[config.mk]
export PLATFORM = sky130hd
export DESIGN_NAME = prescaled_down_counter_timer
export DESIGN_NICKNAME = d
export VERILOG_FILES = /design/src/core/timer_pkg.sv /design/src/core/timer_prescaler.sv /design/src/core/prescaled_down_counter_timer.sv
export VERILOG_INCLUDE_DIRS = /design/src /design/src/core
export SDC_FILE = /design/constraint.sdc
export NUM_CORES = 1
export LEC_CHECK = 0
export ABC_CLOCK_PERIOD_IN_PS = 6710
export BUFFER_PORTS_ARGS = -buffer_cell sky130_fd_sc_hd__buf_4
export CORE_MARGIN = 3
export CORE_UTILIZATION = 57
export CTS_BUF_LIST = sky130_fd_sc_hd__clkbuf_8
export DETAILED_ROUTE_END_ITERATION = 8
export GPL_TIMING_DRIVEN = 1
export PLACE_DENSITY_LB_ADDON = 0.1
export SLEW_MARGIN = 40
export SYNTH_ARGS = -nofsm -noshare
export SYNTH_HDL_FRONTEND = slang
export SYNTH_SLANG_ARGS = --single-unit
[constraint.sdc]
create_clock -name clock -period 6.71 [get_ports clock]
set_clock_uncertainty 0.2 [all_clocks]
set_input_delay 1.342 -clock clock [delete_from_list [all_inputs] [get_ports clock]]
set_output_delay 1.342 -clock clock [all_outputs]
set_load 0.005 [all_outputs]
[src/core/timer_defs.svh]
// Register offsets, field positions, reset values and counts of the down-counter timer.
// Assumes a 32-bit classic Wishbone slave with byte addresses; data sits in the low byte.
`ifndef TIMER_DEFS_SVH
`define TIMER_DEFS_SVH

// Byte offsets
`define TMR_OFF_COUNT     8'h00
`define TMR_OFF_PRESC     8'h04
`define TMR_OFF_CTRL      8'h08
`define TMR_OFF_IRQ_STAT  8'h0C
`define TMR_OFF_IRQ_MASK  8'h10

// Fields of timer_status_control
`define TMR_BIT_FLAG      7
`define TMR_BIT_IRQEN     6
`define TMR_BIT_DIROUT    5
`define TMR_BIT_LEVEL     4
`define TMR_BIT_RUN       3
`define TMR_TAP_MSB       2
`define TMR_TAP_LSB       0

// Interrupt status and mask bits
`define TMR_IRQ_ZERO      0
`define TMR_IRQ_EDGE      1
`define TMR_IRQ_W         2

// Reset values
`define TMR_COUNT_RST     8'hFF
`define TMR_PRESC_RST     7'h7F
`define TMR_CTRL_RST      8'h00

// Internal frequency divider ahead of the prescaler
`define TMR_INT_DIV       12
`define TMR_DIV_W         4

`endif

[src/core/timer_pkg.sv]
// Types shared by the down-counter timer.
// Assumes timer_defs.svh for all numeric constants.
package timer_pkg;

    typedef enum logic [1:0] {
        modeEvent  = 2'b00,
        modeGated  = 2'b01,
        modeOutput = 2'b10
    } mode_t;

endpackage : timer_pkg

[src/core/timer_prescaler.sv]
// Down-counting prescaler with selectable tap feeding the count register.
// Assumes the caller gives a one-cycle input tick per prescaler input edge.
`timescale 1ns/1ns
`include "timer_defs.svh"

module timer_prescaler #(
    parameter int WIDTH = 7
) (
    input  wire logic             clock,
    input  wire logic             rst_n,
    input  wire logic             run,
    input  wire logic [2:0]       tapSel,
    input  wire logic             inTick,
    input  wire logic             loadEn,
    input  wire logic [WIDTH-1:0] loadValue,
    output logic      [WIDTH-1:0] value,
    output logic                  outTick
);

    // Tapped bit toggles when all bits below it borrow together
    function automatic logic tapHit(input logic [WIDTH-1:0] v, input logic [2:0] sel);
        logic [WIDTH-1:0] mask;
        mask = WIDTH'((32'h0000_0001 << sel) - 32'h0000_0001);
        if (sel == 3'h0) begin
            return 1'b1;
        end
        return (v & mask) == '0;
    endfunction : tapHit

    assign outTick = inTick && run && !loadEn && tapHit(value, tapSel);

    always_ff @(posedge clock or negedge rst_n) begin
        if (!rst_n) begin
            value <= WIDTH'(`TMR_PRESC_RST);
        end else if (!run) begin
            value <= '1;
        end else if (loadEn) begin
            value <= loadValue;
        end else if (inTick) begin
            value <= WIDTH'(value - 1'b1);
        end
    end

endmodule : timer_prescaler

[src/core/prescaled_down_counter_timer.sv]
// Top of the 8-bit down-counter timer with 7-bit prescaler and one shared pin.
// Assumes a classic Wishbone master on the clock domain and a pin synchronous to it.
//
// Added by the designer: the Wishbone slave port and the register addresses.
`timescale 1ns/1ns
`include "timer_defs.svh"

module prescaled_down_counter_timer #(
    parameter int INT_DIV = `TMR_INT_DIV
) (
    input  wire logic        clock,
    input  wire logic        rst_n,
    input  wire logic        cyc_i,
    input  wire logic        stb_i,
    input  wire logic        we_i,
    input  wire logic [7:0]  adr_i,
    input  wire logic [3:0]  sel_i,
    input  wire logic [31:0] dat_i,
    output logic      [31:0] dat_o,
    output logic             ack_o,
    input  wire logic        timerPinIn,
    output logic             timerPinOut,
    output logic             timerPinOe,
    output logic             timerIrq,
    output logic             irq
);

    logic [7:0]               count;
    logic                     zeroFlag;
    logic                     zeroIrqEnable;
    logic                     pinDirOut;
    logic                     pinLevelData;
    logic                     prescRun;
    logic [2:0]               tapSel;
    logic [`TMR_DIV_W-1:0]    divCnt;
    logic                     divTick;
    logic                     pinPrev;
    logic                     prescIn;
    logic                     countTick;
    logic [6:0]               prescValue;
    logic [`TMR_IRQ_W-1:0]    irqStatus;
    logic [`TMR_IRQ_W-1:0]    irqMask;
    logic [`TMR_IRQ_W-1:0]    irqSet;
    timer_pkg::mode_t         mode;

    logic                     wrAccess;
    logic                     countWr;
    logic                     prescWr;
    logic                     ctrlWr;
    logic                     statWr;
    logic                     maskWr;
    logic                     zeroDec;
    logic                     flagSet;
    logic                     flagClr;
    logic                     next_zeroFlag;
    logic                     next_pinDirOut;
    logic                     next_pinLevelData;

    function automatic logic hit(input logic [7:0] a, input logic [7:0] off);
        return a == off;
    endfunction : hit

    function automatic timer_pkg::mode_t decodeMode(input logic dirOut, input logic level);
        if (dirOut) begin
            return timer_pkg::modeOutput;
        end
        return level ? timer_pkg::modeGated : timer_pkg::modeEvent;
    endfunction : decodeMode

    // Bus slave: one wait state, write lands on the edge that sees ack
    assign wrAccess = cyc_i && stb_i && we_i && ack_o && sel_i[0];
    assign countWr  = wrAccess && hit(adr_i, `TMR_OFF_COUNT);
    assign prescWr  = wrAccess && hit(adr_i, `TMR_OFF_PRESC);
    assign ctrlWr   = wrAccess && hit(adr_i, `TMR_OFF_CTRL);
    assign statWr   = wrAccess && hit(adr_i, `TMR_OFF_IRQ_STAT);
    assign maskWr   = wrAccess && hit(adr_i, `TMR_OFF_IRQ_MASK);

    always_ff @(posedge clock or negedge rst_n) begin
        if (!rst_n) begin
            ack_o <= 1'b0;
        end else begin
            ack_o <= cyc_i && stb_i && !ack_o;
        end
    end

    // Unmapped offsets answer with zero data
    always_ff @(posedge clock or negedge rst_n) begin
        if (!rst_n) begin
            dat_o <= 32'h0000_0000;
        end else if (cyc_i && stb_i && !ack_o) begin
            unique case (adr_i)
                `TMR_OFF_COUNT:    dat_o <= {24'h00_0000, count};
                `TMR_OFF_PRESC:    dat_o <= {25'h000_0000, prescValue};
                `TMR_OFF_CTRL:     dat_o <= {24'h00_0000, zeroFlag, zeroIrqEnable,
                                             pinDirOut, pinLevelData, prescRun, tapSel};
                `TMR_OFF_IRQ_STAT: dat_o <= {30'h0000_0000, irqStatus};
                `TMR_OFF_IRQ_MASK: dat_o <= {30'h0000_0000, irqMask};
                default:           dat_o <= 32'h0000_0000;
            endcase
        end
    end

    // Control fields
    always_ff @(posedge clock or negedge rst_n) begin
        if (!rst_n) begin
            zeroIrqEnable <= 1'b0;
            pinDirOut     <= 1'b0;
            pinLevelData  <= 1'b0;
            prescRun      <= 1'b0;
            tapSel        <= 3'h0;
        end else if (ctrlWr) begin
            zeroIrqEnable <= dat_i[`TMR_BIT_IRQEN];
            pinDirOut     <= dat_i[`TMR_BIT_DIROUT];
            pinLevelData  <= dat_i[`TMR_BIT_LEVEL];
            prescRun      <= dat_i[`TMR_BIT_RUN];
            tapSel        <= dat_i[`TMR_TAP_MSB:`TMR_TAP_LSB];
        end
    end

    assign next_pinDirOut    = ctrlWr ? dat_i[`TMR_BIT_DIROUT] : pinDirOut;
    assign next_pinLevelData = ctrlWr ? dat_i[`TMR_BIT_LEVEL] : pinLevelData;
    assign mode              = decodeMode(pinDirOut, pinLevelData);

    // Internal frequency divided by INT_DIV, twelve by default
    always_ff @(posedge clock or negedge rst_n) begin
        if (!rst_n) begin
            divCnt <= '0;
        end else if (divTick) begin
            divCnt <= '0;
        end else begin
            divCnt <= `TMR_DIV_W'(divCnt + 1'b1);
        end
    end

    assign divTick = divCnt == `TMR_DIV_W'(INT_DIV - 1);

    always_ff @(posedge clock or negedge rst_n) begin
        if (!rst_n) begin
            pinPrev <= 1'b0;
        end else begin
            pinPrev <= timerPinIn;
        end
    end

    // Prescaler input per mode
    always_comb begin
        unique case (mode)
            timer_pkg::modeEvent:  prescIn = timerPinIn && !pinPrev;
            timer_pkg::modeGated:  prescIn = divTick && timerPinIn;
            timer_pkg::modeOutput: prescIn = divTick;
            default:               prescIn = 1'b0;
        endcase
    end

    timer_prescaler #(
        .WIDTH(7)
    ) u_prescaler (
        .clock     (clock),
        .rst_n     (rst_n),
        .run       (prescRun),
        .tapSel    (tapSel),
        .inTick    (prescIn),
        .loadEn    (prescWr && prescRun),
        .loadValue (dat_i[6:0]),
        .value     (prescValue),
        .outTick   (countTick)
    );

    // Count register; a write overrides the decrement in the same cycle
    always_ff @(posedge clock or negedge rst_n) begin
        if (!rst_n) begin
            count <= `TMR_COUNT_RST;
        end else if (countWr) begin
            count <= dat_i[7:0];
        end else if (countTick) begin
            count <= 8'(count - 1'b1);
        end
    end

    // Zero flag; any set beats a clear in the same cycle
    assign zeroDec       = countTick && (count == 8'h01) && !countWr;
    assign flagSet       = zeroDec || (countWr && dat_i[7:0] == 8'h00)
                           || (ctrlWr && dat_i[`TMR_BIT_FLAG]);
    assign flagClr       = ctrlWr && !dat_i[`TMR_BIT_FLAG];
    assign next_zeroFlag = flagSet ? 1'b1 : (flagClr ? 1'b0 : zeroFlag);

    always_ff @(posedge clock or negedge rst_n) begin
        if (!rst_n) begin
            zeroFlag <= 1'b0;
        end else begin
            zeroFlag <= next_zeroFlag;
        end
    end

    // Pin latch follows the level bit while the flag is high
    always_ff @(posedge clock or negedge rst_n) begin
        if (!rst_n) begin
            timerPinOut <= 1'b0;
        end else if (next_zeroFlag) begin
            timerPinOut <= next_pinLevelData;
        end
    end

    always_ff @(posedge clock or negedge rst_n) begin
        if (!rst_n) begin
            timerPinOe <= 1'b0;
        end else begin
            timerPinOe <= next_pinDirOut;
        end
    end

    // Not gated by any power state, so it can end a processor wait
    always_ff @(posedge clock or negedge rst_n) begin
        if (!rst_n) begin
            timerIrq <= 1'b0;
        end else begin
            timerIrq <= zeroFlag && zeroIrqEnable;
        end
    end

    // Sticky event bits, write one to clear, set wins
    assign irqSet[`TMR_IRQ_ZERO] = next_zeroFlag && !zeroFlag;
    assign irqSet[`TMR_IRQ_EDGE] = timerPinIn && !pinPrev && !pinDirOut;

    always_ff @(posedge clock or negedge rst_n) begin
        if (!rst_n) begin
            irqStatus <= '0;
        end else begin
            irqStatus <= (irqStatus & ~(statWr ? dat_i[`TMR_IRQ_W-1:0] : '0)) | irqSet;
        end
    end

    always_ff @(posedge clock or negedge rst_n) begin
        if (!rst_n) begin
            irqMask <= '0;
        end else if (maskWr) begin
            irqMask <= dat_i[`TMR_IRQ_W-1:0];
        end
    end

    always_ff @(posedge clock or negedge rst_n) begin
        if (!rst_n) begin
            irq <= 1'b0;
        end else begin
            irq <= |(irqStatus & irqMask);
        end
    end

    // Own gap counter, so the check follows INT_DIV in shortened sims
    logic [7:0]               divGap;

    always_ff @(posedge clock or negedge rst_n) begin
        if (!rst_n) begin
            divGap <= 8'h00;
        end else if (divTick) begin
            divGap <= 8'h00;
        end else begin
            divGap <= 8'(divGap + 1'b1);
        end
    end
endmodule : prescaled_down_counter_timer

==> metrics.yaml <==
coreArea_um2: 4410
netSwitchingFraction: 0.242
drt_iter0_markers: 143
post-route-drc-count: 0
holdPathStages: 1
hold_violations: 0
clkTransAtPathRegs_ns: 0.08
yosysUniqueCellTypes: 58
yosysSeqAreaShare: 0.422
clk_latency_ns: 0.29
power.internal_mw: 0.374
setup_violations: 0
cp.required_ns: 6.69
post-cts-setup-buffers: 0
finalSetupTns_ns: 0
holdPathEnd: "divCnt[0]"
synthArstFlopShare: 1.00
worst_slew_pin_slew_ns: 0.773
grt_pass1_vias: 1880
worstSetupStartpointType: "primary input"
critPathKind: "primary input to flip-flop"
vias_per_cell: 5.71
grt_use_total: 0.218
reg2reg_to: "timerPinOut"
cts_tree: "built"
final_common_cell: "buf_4"
io_pins: 87
min_period_ns: 3.47
outcome: "complete, no violations"
port_buffers: 35
p_sw_mw: 0.120
fin_crit_sh: 0.518
numClockSinks: 44
wl_um: 5640
antenna_cells: 0
final_cells: 359
ys_ff_latch: 44
r2r_setup_slack_ns: 4.10
ir_drop_mv: 0.120
fin_ws_ns: 3.24
pwr_density_cell_nw_per_um2: 168
row_count: 24
p_clk_frac: 0.340
maxCapViolCount: 0
hp-class: "flip-flop to flip-flop"
wl_per_cell_um: 15.7
synthToLayoutAreaGrowth_pct: 10.7
dieWidth_um: 74.2
reg2reg_depth: 7
cp-end-kind: "flip-flop"
drt-pass1-iter-count: 5
initial_core_util: 0.601
synth_area_um2: 2650
leakage_nw: 1.37
htreeDepth: 2
yosys.area.top_type: "dfrtp_1"
synth-main-ff-cell: "dfrtp_1"
avgSynthCellArea_um2: 9.68
root_buffer: "clkbuf_8"
routed-via-count: 2049
hold_path.startpoint: "divCnt[0]"
final_antenna_net_count: 0
grt_pass1_wl_um: 9210
place.gp.congestion: 0.895
ys_warn_count: 0
fp.dieArea_um2: 5510
p_seq_frac: 0.559
synth.area.top_cells: "dfrtp_1 (27%), dfstp_2 (15%), buf_4 (7.1%)"
slew_viol_final: 0
fmax_ghz: 0.288
cts-resized-gates: 0
reg2reg_from: "divCnt[0]"
synth-edff-count: 0
cts_buffers: 5
critPathMaxFanout: 7
synth_top_cell_area_share: 0.274
final_cell_mix: "buf_4 (35), nand2_1 (34), dfrtp_1 (29), conb_1 (24), nor2_1 (19)"
pre_cts_slack_ns: 2.94
cts_hold_buf: 0
grt_start_max_net_pins: 45
grt_antenna_before_repair: 0
die-height_um: 74.2
post-dp-hpwl_um: 4170
nFillCells: 375
max-slew-margin-rel: 0.483
combPwrFrac: 0.101
synthCells: 274
place_inst: 351
worst_ep_arrival_time_ns: 3.45
clock_path_buffers: 2
grt_remaining_overflow: 0
fin_nets: 360
grt_setup_unrepaired: "false"
layout-drive-gt1-share: 0.228
[metal layers]
| layer | global-route usage | vias up | wire length (um) |
|---|---|---|---|
| met5 | 0 | - | 0 |
| met4 | 0.0503 | 0 | 55 |
| met3 | 0.0378 | 6 | 401 |
| met2 | 0.348 | 81 | 2670 |
| met1 | 0.310 | 971 | 2510 |
| li1 | - | 991 | - |
[area by class of cell]
cell class	instances	area [um^2]	share of cell area
tap	52	65.1	0.0222
timing repair buffer	35	263	0.0896
sequential	44	1120	0.382
clock buffer	6	82.6	0.0281
multi-input combinational	212	1360	0.465
clock inverter	2	10.0	0.00341
inverter	8	30.0	0.0102
[critical path, stage by stage]
cell and delay [ns]:
buf_4 0.11, nor4_1 0.39, nand4_1 0.24, nor2_1 0.66, mux2_1 0.42, mux2_1 0.29
[through the flow]
| stage | hold slack, ns | power, mW | utilization | instance area, um^2 |
|---|---|---|---|---|
| floorplan | 0.227 | 0.314 | - | 2740 |
| global placement | 0.245 | 0.330 | 0.643 | 2840 |
| detailed placement | 0.247 | 0.331 | 0.643 | 2840 |
| CTS | 0.262 | 0.498 | 0.664 | 2930 |
| global route | 0.305 | 0.515 | 0.665 | 2930 |
| finish | 0.258 | 0.494 | 0.665 | 2930 |
[worst max-delay path by stage]
stage | start | to | slack, ns | depth (start not counted)
CTS | adr_i[1] | timerPinOut | 3.24 | 6
floorplan | adr_i[1] | timerPinOut | 3.51 | 5
detailed placement | adr_i[1] | timerPinOut | 2.94 | 6
global route | adr_i[1] | timerPinOut | 3.08 | 6
global placement | adr_i[1] | timerPinOut | 2.93 | 6
finish | adr_i[1] | timerPinOut | 3.24 | 6
[sequential cells by signal, summed over array words and instances, names as in the netlist, 2 cells and up]
register	count
irqStatus	2
irqMask	2
dat_o	8
divCnt	4
tapSel	3
u_prescaler.value	7
count	8
[synthesized netlist by cell type (2+ instances only)]
master	n
nand2_1	34
dfrtp_1	29
buf_4	25
nor2_1	20
dfstp_2	15
a21oi_1	12
o21ai_1	12
mux2_1	11
mux2i_1	11
nand3_1	10
inv_1	7
xnor2_1	7
nand4_1	6
clkbuf_1	5
ha_1	4
nor3_1	4
nor4_1	4
xor2_1	4
a22o_1	3
nand4b_1	3
o21ai_0	3
or4_1	3
a31oi_1	2
and2_1	2
and3_1	2
and4b_1	2
nand2b_1	2
o22ai_1	2
[power by group through the flow]
stage | registers [mW] | logic (mW) | clock network, mW
2_1_floorplan | 0.279 | 0.0355 | 0
3_3_place_gp | 0.281 | 0.0493 | 0
3_5_place_dp | 0.281 | 0.0496 | 0
4_1_cts | 0.276 | 0.0499 | 0.173
5_1_grt | 0.277 | 0.0563 | 0.182
6_report | 0.276 | 0.0500 | 0.168
[logic make-up after synthesis]
group,synth area share
other,0.00141
adder cells (fa/ha/maj),0.0189
AO/OA/AOI/OAI,0.109
multiplexers,0.101
buffers and inverters,0.0967
flip-flops,0.422
XOR/XNOR,0.0363
AND/OR/NAND/NOR,0.214
Power figures use the tool's default switching activity.
